**config.mk**
```make
export PLATFORM = sky130hd
export DESIGN_NAME = imas_top
export DESIGN_NICKNAME = d
export VERILOG_FILES = /design/src/logic/imas_pkg.sv /design/src/logic/imas_wrap.sv /design/src/logic/imas_top.sv
export VERILOG_INCLUDE_DIRS = /design/src /design/src/logic
export SDC_FILE = /design/constraint.sdc
export NUM_CORES = 2
export LEC_CHECK = 0
export BUFFER_PORTS_ARGS = -buffer_cell sky130_fd_sc_hd__buf_2
export CAP_MARGIN = 20
export CORE_ASPECT_RATIO = 0.5
export CORE_UTILIZATION = 45
export DETAILED_ROUTE_END_ITERATION = 12
export SLEW_MARGIN = 25
export SYNTH_ARGS = -nofsm -noshare
export SYNTH_HDL_FRONTEND = slang
export SYNTH_SLANG_ARGS = --single-unit
```
**constraint.sdc**
```tcl
create_clock -name clock_i -period 10.45 [get_ports clock_i]
set_clock_uncertainty 0.2 [all_clocks]
set_input_delay 0 -clock clock_i [delete_from_list [all_inputs] [get_ports clock_i]]
set_output_delay 0 -clock clock_i [all_outputs]
set_load 0.005 [all_outputs]
```
**src/logic/imas_consts.svh**
```systemverilog
`ifndef IMAS_CONSTS_SVH
`define IMAS_CONSTS_SVH

// Register file geometry and reset contents
`define IMAS_NUM_REGS 16
`define IMAS_REG_RST 32'h0000_0000

// Address space map, lower bounds inclusive, upper bounds inclusive
`define IMAS_LONG_LO 32'h0010_0000
`define IMAS_LONG_HI 32'h001f_ffff
`define IMAS_SHORT_LO 32'h0020_0000
`define IMAS_SHORT_HI 32'h003f_ffff
`define IMAS_BYTE_LO 32'h0100_0000

// Immediate width allowed in combined compute and address instructions
`define IMAS_IMM_MF_BITS 6

// Offset shift per unit size in byte space
`define IMAS_SHIFT_BYTE 2'h0
`define IMAS_SHIFT_SHORT 2'h1
`define IMAS_SHIFT_WORD 2'h2

`endif

```
**src/logic/imas_pkg.sv**
```systemverilog
package imas_pkg;

    typedef enum logic [1:0] {
        IMAS_OP_ACCESS,
        IMAS_OP_MODIFY,
        IMAS_OP_BIT_REVERSE_MODIFY_OP
    } imas_op_e;

    typedef enum logic [1:0] {
        IMAS_ACC_NORMAL,
        IMAS_ACC_BYTE,
        IMAS_ACC_SHORT,
        IMAS_ACC_LONG
    } imas_acc_e;

    typedef enum logic [1:0] {
        IMAS_FLAG_NONE,
        IMAS_FLAG_SW,
        IMAS_FLAG_NW
    } imas_flag_e;

    typedef enum logic [1:0] {
        IMAS_SPACE_NORMAL,
        IMAS_SPACE_LONG,
        IMAS_SPACE_SHORT,
        IMAS_SPACE_BYTE
    } imas_space_e;

    typedef enum logic [1:0] {
        IMAS_FILE_INDEX,
        IMAS_FILE_MODIFY,
        IMAS_FILE_BASE,
        IMAS_FILE_LENGTH
    } imas_file_e;

endpackage

```
**src/logic/imas_wrap.sv**
```systemverilog
`timescale 1ns/1ps

module imas_wrap (
    input wire logic [31:0] idx_i,
    input wire logic [31:0] base_i,
    input wire logic [31:0] len_i,
    input wire logic [31:0] mod_i,
    input wire logic scale_en_i,
    input wire logic [1:0] shift_amt_i,
    input wire logic shift_right_i,
    input wire logic circ_i,
    output logic [31:0] result_o
);
    logic [31:0] s_mod;
    logic [31:0] s_len;
    logic [31:0] sum;
    logic [31:0] top;

    // Scaling touches only the working copies, never the stored registers
    always_comb begin
        if (!scale_en_i) begin
            s_mod = mod_i;
            s_len = len_i;
        end else if (shift_right_i) begin
            s_mod = mod_i >> shift_amt_i;
            s_len = len_i >> shift_amt_i;
        end else begin
            s_mod = mod_i << shift_amt_i;
            s_len = len_i << shift_amt_i;
        end
    end

    // Unsigned 32-bit arithmetic, carries dropped
    assign sum = idx_i + s_mod;
    assign top = base_i + s_len;

    always_comb begin
        if (circ_i && (sum >= top)) begin
            result_o = sum - s_len;
        end else if (circ_i && (sum < base_i)) begin
            result_o = sum + s_len;
        end else begin
            result_o = sum;
        end
    end
endmodule // imas_wrap

```
**src/logic/imas_top.sv**
```systemverilog
`timescale 1ns/1ps
`include "imas_consts.svh"
// Contract
// - Post-modify access presents index, then writes index plus modifier back.
// - Byte-space scaling never alters stored modifier or length registers.
// - Modify updates any of sixteen index registers with no memory access.
// - Modify takes a modifier register or an immediate up to 32 bits.
// - Modify wraps circularly whenever length is set, ignoring circular enable.
// - Enhanced modify writes destination and leaves a distinct source untouched.
// - Enhanced modify wraps with source base and length; destination gets wrapped value.
// - Immediates are 32 bits for single access, 6 bits in combined instructions.
// - Bit-reverse op adds immediate, reverses sum, writes back, ignoring reverse mode.
// - Enhanced bit-reverse writes the reversed value into a named destination.
// - Bit-reverse operation applies no byte-space scaling.
// - Scaling applies only to byte-space pointers, never to word-space pointers.
// - Accesses scale by size, normal and forced long by four; modifies scale by flag.
// - With scaling, circular length is scaled by the same unit size.
// - Byte or short access outside byte space interrupts; size is ignored.
// - Short flag outside byte space, or word flag in long/short space, interrupts.
// - Modify without size flag adds modifier unscaled in any space.
// - In byte space short flag adds twice, word flag four times modifier.
// - Reverse-mode pointers test space after reversal and shift offset down.
// - Short-flag modify shifts right when index 0/8 reverse mode set, else left.
// - Circular sum wraps down at base plus length, up below base.

module imas_top (
    input wire logic clock_i,
    input wire logic sys_rst_i,
    input wire logic op_valid_i,
    input wire imas_pkg::imas_op_e op_kind_i,
    input wire logic [3:0] src_idx_i,
    input wire logic [3:0] dst_idx_i,
    input wire logic [3:0] mod_sel_i,
    input wire logic use_imm_i,
    input wire logic [31:0] imm_i,
    input wire logic multifunc_i,
    input wire imas_pkg::imas_acc_e acc_size_i,
    input wire imas_pkg::imas_flag_e mod_flag_i,
    input wire logic circular_buffer_enable_i,
    input wire logic reverse_mode_index_zero_i,
    input wire logic reverse_mode_index_eight_i,
    input wire logic wr_en_i,
    input wire imas_pkg::imas_file_e wr_file_i,
    input wire logic [3:0] wr_idx_i,
    input wire logic [31:0] wr_data_i,
    input wire imas_pkg::imas_file_e rd_file_i,
    input wire logic [3:0] rd_idx_i,
    output logic [31:0] rd_data_o,
    output logic [31:0] addr_o,
    output logic addr_valid_o,
    output logic illegal_space_interrupt_o
);
    logic [31:0] idx_q [`IMAS_NUM_REGS];
    logic [31:0] mod_q [`IMAS_NUM_REGS];
    logic [31:0] base_q [`IMAS_NUM_REGS];
    logic [31:0] len_q [`IMAS_NUM_REGS];
    logic [31:0] addr_q;
    logic addr_valid_q;
    logic illegal_space_interrupt_q;
    logic [31:0] rd_data_q;

    logic [31:0] src_val;
    logic [31:0] rev_src;
    logic [31:0] bsum;
    logic [31:0] brev_sum;
    logic [31:0] test_addr;
    logic [31:0] mod_raw;
    logic [31:0] wrap_val;
    logic [31:0] wb_val;
    logic [3:0] wb_idx;
    logic br_mode;
    logic circ;
    logic scale_en;
    logic [1:0] shift_amt;
    logic illegal;
    logic wb_en;
    logic is_access;
    logic is_modify;
    logic is_bit_reverse_modify_op;
    imas_pkg::imas_space_e space;

    assign is_access = (op_kind_i == imas_pkg::IMAS_OP_ACCESS);
    assign is_modify = (op_kind_i == imas_pkg::IMAS_OP_MODIFY);
    assign is_bit_reverse_modify_op = (op_kind_i == imas_pkg::IMAS_OP_BIT_REVERSE_MODIFY_OP);

    assign src_val = idx_q[src_idx_i];
    assign br_mode = ((src_idx_i == 4'h0) && reverse_mode_index_zero_i) ||
                     ((src_idx_i == 4'h8) && reverse_mode_index_eight_i);

    // Immediate narrowed and sign extended in combined instructions
    always_comb begin
        if (!use_imm_i) begin
            mod_raw = mod_q[mod_sel_i];
        end else if (multifunc_i) begin
            mod_raw = {{(32 - `IMAS_IMM_MF_BITS){imm_i[`IMAS_IMM_MF_BITS - 1]}},
                       imm_i[`IMAS_IMM_MF_BITS - 1:0]};
        end else begin
            mod_raw = imm_i;
        end
    end

    assign bsum = src_val + mod_raw;

    // Bit order reversal of the index and of the bit-reverse sum
    for (genvar b = 0; b < 32; b++) begin : g_rev
        assign rev_src[b] = src_val[31 - b];
        assign brev_sum[b] = bsum[31 - b];
    end

    // Space is judged on the address as it leaves, after any reversal
    assign test_addr = br_mode ? rev_src : src_val;

    always_comb begin
        if (test_addr >= `IMAS_BYTE_LO) begin
            space = imas_pkg::IMAS_SPACE_BYTE;
        end else if ((test_addr >= `IMAS_SHORT_LO) && (test_addr <= `IMAS_SHORT_HI)) begin
            space = imas_pkg::IMAS_SPACE_SHORT;
        end else if ((test_addr >= `IMAS_LONG_LO) && (test_addr <= `IMAS_LONG_HI)) begin
            space = imas_pkg::IMAS_SPACE_LONG;
        end else begin
            space = imas_pkg::IMAS_SPACE_NORMAL;
        end
    end

    // Scale selection and illegal space detection
    always_comb begin
        scale_en = 1'b0;
        shift_amt = `IMAS_SHIFT_BYTE;
        illegal = 1'b0;
        case (op_kind_i)
            imas_pkg::IMAS_OP_ACCESS: begin
                if ((acc_size_i == imas_pkg::IMAS_ACC_BYTE) ||
                    (acc_size_i == imas_pkg::IMAS_ACC_SHORT)) begin
                    illegal = (space != imas_pkg::IMAS_SPACE_BYTE);
                end
                scale_en = (space == imas_pkg::IMAS_SPACE_BYTE);
                case (acc_size_i)
                    imas_pkg::IMAS_ACC_BYTE: shift_amt = `IMAS_SHIFT_BYTE;
                    imas_pkg::IMAS_ACC_SHORT: shift_amt = `IMAS_SHIFT_SHORT;
                    default: shift_amt = `IMAS_SHIFT_WORD;
                endcase
            end
            imas_pkg::IMAS_OP_MODIFY: begin
                case (mod_flag_i)
                    imas_pkg::IMAS_FLAG_SW: begin
                        illegal = (space != imas_pkg::IMAS_SPACE_BYTE);
                        scale_en = (space == imas_pkg::IMAS_SPACE_BYTE);
                        shift_amt = `IMAS_SHIFT_SHORT;
                    end
                    imas_pkg::IMAS_FLAG_NW: begin
                        illegal = (space == imas_pkg::IMAS_SPACE_LONG) ||
                                  (space == imas_pkg::IMAS_SPACE_SHORT);
                        scale_en = (space == imas_pkg::IMAS_SPACE_BYTE);
                        shift_amt = `IMAS_SHIFT_WORD;
                    end
                    default: begin
                        scale_en = 1'b0;
                    end
                endcase
            end
            default: begin
                scale_en = 1'b0;
            end
        endcase
    end

    // Modify wraps whenever a length is set; accesses need the enable
    assign circ = (len_q[src_idx_i] != 32'h0000_0000) &&
                  (is_modify || (is_access && circular_buffer_enable_i));

    imas_wrap u_wrap (
        .idx_i(src_val),
        .base_i(base_q[src_idx_i]),
        .len_i(len_q[src_idx_i]),
        .mod_i(mod_raw),
        .scale_en_i(scale_en),
        .shift_amt_i(shift_amt),
        .shift_right_i(br_mode),
        .circ_i(circ),
        .result_o(wrap_val)
    );

    assign wb_val = is_bit_reverse_modify_op ? brev_sum : wrap_val;
    assign wb_idx = is_access ? src_idx_i : dst_idx_i;
    assign wb_en = op_valid_i && !(is_modify && illegal);

    // Index file: operation result wins over a software write to the same entry
    always_ff @(posedge clock_i) begin
        if (sys_rst_i) begin
            for (int k = 0; k < `IMAS_NUM_REGS; k++) begin
                idx_q[k] <= `IMAS_REG_RST;
            end
        end else begin
            if (wr_en_i && (wr_file_i == imas_pkg::IMAS_FILE_INDEX)) begin
                idx_q[wr_idx_i] <= wr_data_i;
            end
            if (wb_en) begin
                idx_q[wb_idx] <= wb_val;
            end
        end
    end

    // Modifier, base and length change only by software write
    always_ff @(posedge clock_i) begin
        if (sys_rst_i) begin
            for (int k = 0; k < `IMAS_NUM_REGS; k++) begin
                mod_q[k] <= `IMAS_REG_RST;
                base_q[k] <= `IMAS_REG_RST;
                len_q[k] <= `IMAS_REG_RST;
            end
        end else if (wr_en_i) begin
            case (wr_file_i)
                imas_pkg::IMAS_FILE_MODIFY: mod_q[wr_idx_i] <= wr_data_i;
                imas_pkg::IMAS_FILE_BASE: base_q[wr_idx_i] <= wr_data_i;
                imas_pkg::IMAS_FILE_LENGTH: len_q[wr_idx_i] <= wr_data_i;
                default: ;
            endcase
        end
    end

    // Presented address is the unmodified, possibly reversed, index
    always_ff @(posedge clock_i) begin
        if (sys_rst_i) begin
            addr_q <= 32'h0000_0000;
            addr_valid_q <= 1'b0;
        end else begin
            addr_valid_q <= op_valid_i && is_access;
            if (op_valid_i && is_access) begin
                addr_q <= test_addr;
            end
        end
    end

    always_ff @(posedge clock_i) begin
        if (sys_rst_i) begin
            illegal_space_interrupt_q <= 1'b0;
        end else begin
            illegal_space_interrupt_q <= op_valid_i && illegal;
        end
    end

    always_ff @(posedge clock_i) begin
        if (sys_rst_i) begin
            rd_data_q <= 32'h0000_0000;
        end else begin
            case (rd_file_i)
                imas_pkg::IMAS_FILE_INDEX: rd_data_q <= idx_q[rd_idx_i];
                imas_pkg::IMAS_FILE_MODIFY: rd_data_q <= mod_q[rd_idx_i];
                imas_pkg::IMAS_FILE_BASE: rd_data_q <= base_q[rd_idx_i];
                default: rd_data_q <= len_q[rd_idx_i];
            endcase
        end
    end

    assign addr_o = addr_q;
    assign addr_valid_o = addr_valid_q;
    assign illegal_space_interrupt_o = illegal_space_interrupt_q;
    assign rd_data_o = rd_data_q;

    // Checks
    logic plain_mod;
    assign plain_mod = op_valid_i && is_modify && !br_mode &&
                       (len_q[src_idx_i] == 32'h0000_0000);

    post_addr_a: assert property (@(posedge clock_i) disable iff (sys_rst_i)
        op_valid_i && is_access && !br_mode |=> addr_valid_o && (addr_o == $past(src_val)))
        else $error("post-modify address is not the old index");

    post_wb_a: assert property (@(posedge clock_i) disable iff (sys_rst_i)
        op_valid_i && is_access && !circ && !scale_en |=>
        idx_q[$past(src_idx_i)] == $past(src_val + mod_raw))
        else $error("post-modify index not updated by modifier");

    no_access_a: assert property (@(posedge clock_i) disable iff (sys_rst_i)
        op_valid_i && !is_access |=> !addr_valid_o)
        else $error("modify started a memory access");

    mod_keep_a: assert property (@(posedge clock_i) disable iff (sys_rst_i)
        op_valid_i && !wr_en_i |=> (mod_q[$past(mod_sel_i)] == $past(mod_q[mod_sel_i])) &&
        (len_q[$past(src_idx_i)] == $past(len_q[src_idx_i])))
        else $error("scaling altered modifier or length");

    src_keep_a: assert property (@(posedge clock_i) disable iff (sys_rst_i)
        op_valid_i && !is_access && (dst_idx_i != src_idx_i) && !wr_en_i |=>
        idx_q[$past(src_idx_i)] == $past(src_val))
        else $error("enhanced op changed its source index");

    imm_short_a: assert property (@(posedge clock_i) disable iff (sys_rst_i)
        use_imm_i && multifunc_i |-> mod_raw == {{26{imm_i[5]}}, imm_i[5:0]})
        else $error("combined-instruction immediate wider than six bits");

    no_flag_a: assert property (@(posedge clock_i) disable iff (sys_rst_i)
        plain_mod && (mod_flag_i == imas_pkg::IMAS_FLAG_NONE) |=>
        idx_q[$past(dst_idx_i)] == $past(src_val + mod_raw))
        else $error("unflagged modify scaled its modifier");

    nw_scale_a: assert property (@(posedge clock_i) disable iff (sys_rst_i)
        plain_mod && (mod_flag_i == imas_pkg::IMAS_FLAG_NW) &&
        (space == imas_pkg::IMAS_SPACE_BYTE) |=>
        idx_q[$past(dst_idx_i)] == $past(src_val + {mod_raw[29:0], 2'b00}))
        else $error("word-flagged modify did not add four times");

    sw_illegal_a: assert property (@(posedge clock_i) disable iff (sys_rst_i)
        op_valid_i && is_modify && (mod_flag_i == imas_pkg::IMAS_FLAG_SW) &&
        (space != imas_pkg::IMAS_SPACE_BYTE) |=> illegal_space_interrupt_o)
        else $error("short-flag modify outside byte space not flagged");

    acc_illegal_a: assert property (@(posedge clock_i) disable iff (sys_rst_i)
        op_valid_i && is_access && (acc_size_i == imas_pkg::IMAS_ACC_BYTE) &&
        (space == imas_pkg::IMAS_SPACE_NORMAL) |=> illegal_space_interrupt_o ##1
        !illegal_space_interrupt_o || $past(op_valid_i && illegal))
        else $error("byte access outside byte space not flagged");

    bit_reverse_modify_op_a: assert property (@(posedge clock_i) disable iff (sys_rst_i)
        op_valid_i && is_bit_reverse_modify_op |=> idx_q[$past(dst_idx_i)][31] == $past(bsum[0]) &&
        idx_q[$past(dst_idx_i)][0] == $past(bsum[31]))
        else $error("bit-reverse result not reversed");

    wrap_down_a: assert property (@(posedge clock_i) disable iff (sys_rst_i)
        op_valid_i && is_modify && !circular_buffer_enable_i &&
        (mod_flag_i == imas_pkg::IMAS_FLAG_NONE) && (len_q[src_idx_i] != 32'h0000_0000) &&
        (bsum >= base_q[src_idx_i] + len_q[src_idx_i]) |=>
        idx_q[$past(dst_idx_i)] == $past(bsum - len_q[src_idx_i]))
        else $error("modify did not wrap down with circular enable off");

    wrap_up_a: assert property (@(posedge clock_i) disable iff (sys_rst_i)
        op_valid_i && is_modify && (mod_flag_i == imas_pkg::IMAS_FLAG_NONE) &&
        (len_q[src_idx_i] != 32'h0000_0000) && (bsum < base_q[src_idx_i]) &&
        (bsum < base_q[src_idx_i] + len_q[src_idx_i]) |=>
        idx_q[$past(dst_idx_i)] == $past(bsum + len_q[src_idx_i]))
        else $error("modify below base did not wrap up");

    sw_fwd_a: assert property (@(posedge clock_i) disable iff (sys_rst_i)
        plain_mod && (mod_flag_i == imas_pkg::IMAS_FLAG_SW) &&
        (space == imas_pkg::IMAS_SPACE_BYTE) |=>
        idx_q[$past(dst_idx_i)] == $past(src_val + {mod_raw[30:0], 1'b0}))
        else $error("short-flagged modify did not add twice");

    sw_rev_a: assert property (@(posedge clock_i) disable iff (sys_rst_i)
        op_valid_i && is_modify && br_mode && (mod_flag_i == imas_pkg::IMAS_FLAG_SW) &&
        (space == imas_pkg::IMAS_SPACE_BYTE) && (len_q[src_idx_i] == 32'h0000_0000) |=>
        idx_q[$past(dst_idx_i)] == $past(src_val + {1'b0, mod_raw[31:1]}))
        else $error("reverse-mode short modify did not shift down");

    nw_illegal_a: assert property (@(posedge clock_i) disable iff (sys_rst_i)
        op_valid_i && is_modify && (mod_flag_i == imas_pkg::IMAS_FLAG_NW) && !wr_en_i &&
        ((space == imas_pkg::IMAS_SPACE_LONG) || (space == imas_pkg::IMAS_SPACE_SHORT)) |=>
        illegal_space_interrupt_o && (idx_q[$past(dst_idx_i)] == $past(idx_q[dst_idx_i])))
        else $error("word-flagged modify in word space not refused");

    wrap_cov_c: cover property (@(posedge clock_i) op_valid_i && is_modify && circ &&
        (wrap_val != bsum));
    illegal_space_interrupt_cov_c: cover property (@(posedge clock_i) illegal_space_interrupt_o);
    brev_cov_c: cover property (@(posedge clock_i) op_valid_i && is_bit_reverse_modify_op &&
        (dst_idx_i != src_idx_i));
    scale_cov_c: cover property (@(posedge clock_i) op_valid_i && scale_en && br_mode);
    acc_byte_c: cover property (@(posedge clock_i) op_valid_i && is_access && scale_en);
endmodule // imas_top

```
==> out/qor.json <==
{
  "pre_cts_slack_ns": 0.211,
  "drt.antenna.violating_nets": 0,
  "avgRoutedWirePerCell_um": 38.9,
  "drtIter0Drc": 16530,
  "clkLatencyLatePin_ns": 0.94,
  "mostFrequentLayoutCells": "sky130_fd_sc_hd__edfxtp_1, sky130_fd_sc_hd__and2_1, sky130_fd_sc_hd__mux4_2",
  "detailed_place_hpwl_mm": 336,
  "cts_max_path_buffers": 4,
  "worst_max_slew_pin_slew_ns": 1.13,
  "design.portCount": 169,
  "height_of_the_die_um": 379,
  "grt_first_pass_wirelength_mm": 723,
  "final_critical_path_setup_slack_ns": 0.296,
  "fill_cells": 23915,
  "global_route.overflow_total": 0,
  "critPathLaunchType": "primary input",
  "synth_area_per_cell_um2": 13.1,
  "final_hold_viol_count": 0,
  "htree_levels": 4,
  "status": "completed",
  "die-width_um": 756,
  "setup_viol": 0,
  "final-max-slew-violation-count": 0,
  "most_frequent_standard_cell_in_the_layout_excluding_fill_and_tap_cells": "sky130_fd_sc_hd__edfxtp_1",
  "vdd.ir_drop.worst_mv": 0.149,
  "layout_worst_path_cycle_share": 0.972,
  "grt_max_degree": 137,
  "synth_enable_flop_cells": 2048,
  "critPathKind": "in -> reg",
  "via_count_of_the_first_global_routing_pass": 89550,
  "io_buffer_count": 168,
  "layout-drive-gt1-share": 0.248,
  "total_number_of_nets_in_the_final_design": 10028,
  "setup_crit_end_kind": "flop",
  "yosys.cell_types.count": 95,
  "cpPeakStageDelay_ns": 0.66,
  "synth_top_cell_area_share": 0.480,
  "fp.dieArea_um2": 287000,
  "grt_setup_unrepaired": "no",
  "timing.setup.tns_ns": 0,
  "critical-path-top-cell-by-count": "sky130_fd_sc_hd__buf_4",
  "via_count": 94411,
  "fmax_mhz": 98.5,
  "drt_pre_antenna_iters": 10,
  "critPathRequiredTime_ns": 10.86,
  "syn-num-nets": 10127,
  "clk_transition_reported_paths_ns": 0.07,
  "max_cap_viol_count": 0,
  "post_drt_via_cell_ratio": 6.91,
  "multi_input_area_um2": 61200,
  "seq_area_frac_synth": 0.491,
  "ctsRootBufferMaster": "sky130_fd_sc_hd__clkbuf_16",
  "flow.area_growth_from_synthesis_pct": 10.2,
  "crit_path_max_fanout": 16,
  "p_per_area_nw_per_um2": 186,
  "area_of_the_mapped_netlist_um2": 128000,
  "cts_buffers": 202,
  "max_slew_margin": 0.247,
  "clkSinkCount": 2114,
  "synth_largest_area_cell": "sky130_fd_sc_hd__edfxtp_1",
  "gr-usage-all-layers": 0.365,
  "hold-path-cell-count": 3,
  "clock_tree_from_tritoncts": "yes",
  "start_util": 0.452,
  "placeable_core_region_um2": 283000,
  "wl_mm": 532,
  "leakage_component_of_the_power_nw": 48.7,
  "cp_slowest_cell": "sky130_fd_sc_hd__nor2_1",
  "synth_cells": 9799,
  "finalWorstPathRequiredPeriod_ns": 10.15,
  "place_congestion": 1.00,
  "worst-endpoint-arrival_ns": 10.56,
  "core.rowCount": 138,
  "worst-r2r-cell-count": 34,
  "postSynthRegisterBits": 2114,
  "ys_dominant_reg_cell": "sky130_fd_sc_hd__edfxtp_1",
  "antenna_violations_before_repair": 72,
  "holdCritPathClass": "in -> reg",
  "yosys_warning_count": 0,
  "ff_latch_area_um2": 62800,
  "drc": 0,
  "postSynth.asyncResetShare": 0,
  "ys_top_cells_by_area": "sky130_fd_sc_hd__edfxtp_1, sky130_fd_sc_hd__mux4_2, sky130_fd_sc_hd__and2_1, sky130_fd_sc_hd__o21ai_0, sky130_fd_sc_hd__clkbuf_1"
}
## cell type report
class,count,share of cell area
Antenna cell,23,0.000408
Clock inverter,115,0.00661
Timing Repair Buffer,722,0.0394
Multi-Input combinational cell,6514,0.433
Clock buffer,248,0.0376
Sequential cell,2114,0.445
Tap cell,3780,0.0335
Inverter,146,0.00392
## metal layers
layer  global-route usage  wire length (µm)  vias up
li1                     -                 -    37598
met1                0.483            191000    47738
met2                0.524            223000     7510
met3                0.139             84200     1517
met4                0.186             33000       48
met5                    0               299        -
## registers in the layout, summed over array words and instances, names as in the netlist
| name | flops |
|---|---|
| base_q | 512 |
| rd_data_o | 32 |
| mod_q | 512 |
| addr_o | 32 |
| idx_q | 512 |
| addr_valid_o | 1 |
| illegal_space_interrupt_o | 1 |
| len_q | 512 |
## cell usage after synthesis, types with 10 or more instances
| library cell | number |
|---|---|
| sky130_fd_sc_hd__o21a_1 | 29 |
| sky130_fd_sc_hd__nand3_1 | 545 |
| sky130_fd_sc_hd__buf_1 | 144 |
| sky130_fd_sc_hd__o22ai_1 | 16 |
| sky130_fd_sc_hd__and3_1 | 36 |
| sky130_fd_sc_hd__nor4_1 | 42 |
| sky130_fd_sc_hd__o21bai_1 | 15 |
| sky130_fd_sc_hd__and2_1 | 1569 |
| sky130_fd_sc_hd__clkbuf_1 | 761 |
| sky130_fd_sc_hd__buf_6 | 13 |
| sky130_fd_sc_hd__buf_4 | 18 |
| sky130_fd_sc_hd__mux2_2 | 27 |
| sky130_fd_sc_hd__nor2b_1 | 63 |
| sky130_fd_sc_hd__mux4_2 | 1276 |
| sky130_fd_sc_hd__nand4_1 | 38 |
| sky130_fd_sc_hd__o21ai_1 | 45 |
| sky130_fd_sc_hd__dfxtp_1 | 66 |
| sky130_fd_sc_hd__xnor2_1 | 67 |
| sky130_fd_sc_hd__o21ai_2 | 10 |
| sky130_fd_sc_hd__a221o_1 | 23 |
| sky130_fd_sc_hd__nand2_1 | 380 |
| sky130_fd_sc_hd__nand2b_1 | 30 |
| sky130_fd_sc_hd__o211ai_1 | 36 |
| sky130_fd_sc_hd__nor2_1 | 398 |
| sky130_fd_sc_hd__a21oi_1 | 311 |
| sky130_fd_sc_hd__a211o_1 | 10 |
| sky130_fd_sc_hd__o21ai_0 | 612 |
| sky130_fd_sc_hd__a31oi_1 | 108 |
| sky130_fd_sc_hd__inv_1 | 142 |
| sky130_fd_sc_hd__a2111oi_0 | 12 |
| sky130_fd_sc_hd__buf_2 | 85 |
| sky130_fd_sc_hd__o31ai_1 | 19 |
| sky130_fd_sc_hd__edfxtp_1 | 2048 |
| sky130_fd_sc_hd__a311oi_1 | 39 |
| sky130_fd_sc_hd__a21o_1 | 67 |
| sky130_fd_sc_hd__xor2_1 | 41 |
| sky130_fd_sc_hd__or3_1 | 38 |
| sky130_fd_sc_hd__ha_1 | 220 |
| sky130_fd_sc_hd__or2_2 | 61 |
| sky130_fd_sc_hd__mux2i_1 | 41 |
| sky130_fd_sc_hd__nor3_1 | 90 |
| sky130_fd_sc_hd__a211oi_1 | 47 |
## path summary, 6_finish.rpt
path	to	slack, ns	start
worst min register to register	addr_o[23]$_SDFFE_PP0P_	0.30	addr_o[23]$_SDFFE_PP0P_
worst max register to register	idx_q[1][17]$_DFFE_PP_	0.31	idx_q[1][1]$_DFFE_PP_
worst max-delay path	idx_q[1][17]$_DFFE_PP_	0.30	src_idx_i[3]
worst min-delay path	addr_o[26]$_SDFFE_PP0P_	0.03	sys_rst_i
## metrics by stage
step | power, mW | util | hold slack [ns] | cell area, µm² | std cells
after detailed placement | 18.6 | 0.474 | 0.177 | 134000 | 13206
after floorplan | 14.9 | - | 0.0167 | 128000 | 9799
after global placement | 18.6 | 0.473 | 0.175 | 134000 | 13201
final | 26.2 | 0.499 | 0.0253 | 141000 | 13662
after CTS | 25.9 | 0.498 | 0.000292 | 141000 | 13634
after global routing | 26.9 | 0.499 | 0.0164 | 141000 | 13641
## logic make-up (layout without fill, tap and decap cells)
family          count (synthesis)  in the layout  share of synthesized area
simple gates                 3332           3333                      0.142
flops                        2114           2114                      0.491
compound gates               1501           1501                     0.0705
mux                          1346           1346                      0.230
buf+inv                      1172           1231                     0.0369
fa+ha+maj                     225            225                     0.0223
xor+xnor                      109            109                    0.00751
other cells                     0             23                          0
## power breakdown
| part | switching (mW) | internal [mW] |
|---|---|---|
| clock | 3.53 | 3.93 |
| combinational | 5.67 | 3.10 |
| sequential | 0.224 | 9.74 |
| total | 9.43 | 16.8 |
## critical path, delay by kind of cell
| family | cells | cell delay (ns) |
|---|---|---|
| xor gates and xnor gates | 1 | 0.18 |
| buffers and inverters | 8 | 2.81 |
| muxes | 2 | 0.64 |
| adders and majority gates | 2 | 0.64 |
| and+or+nand+nor | 9 | 2.23 |
| AOI/OAI and AO/OA | 16 | 4.00 |
## what timing repair did
| item | CTS | global route |
|---|---|---|
| endpoints found under the setup margin | 0 | 151 |
| gates resized for setup | 0 | 14 |
| endpoints found under the hold margin | 2113 | 0 |
| setup buffers | 0 | 2 |
| hold buffers | 65 | 0 |
No activity file was read; power rests on OpenSTA's default activity.
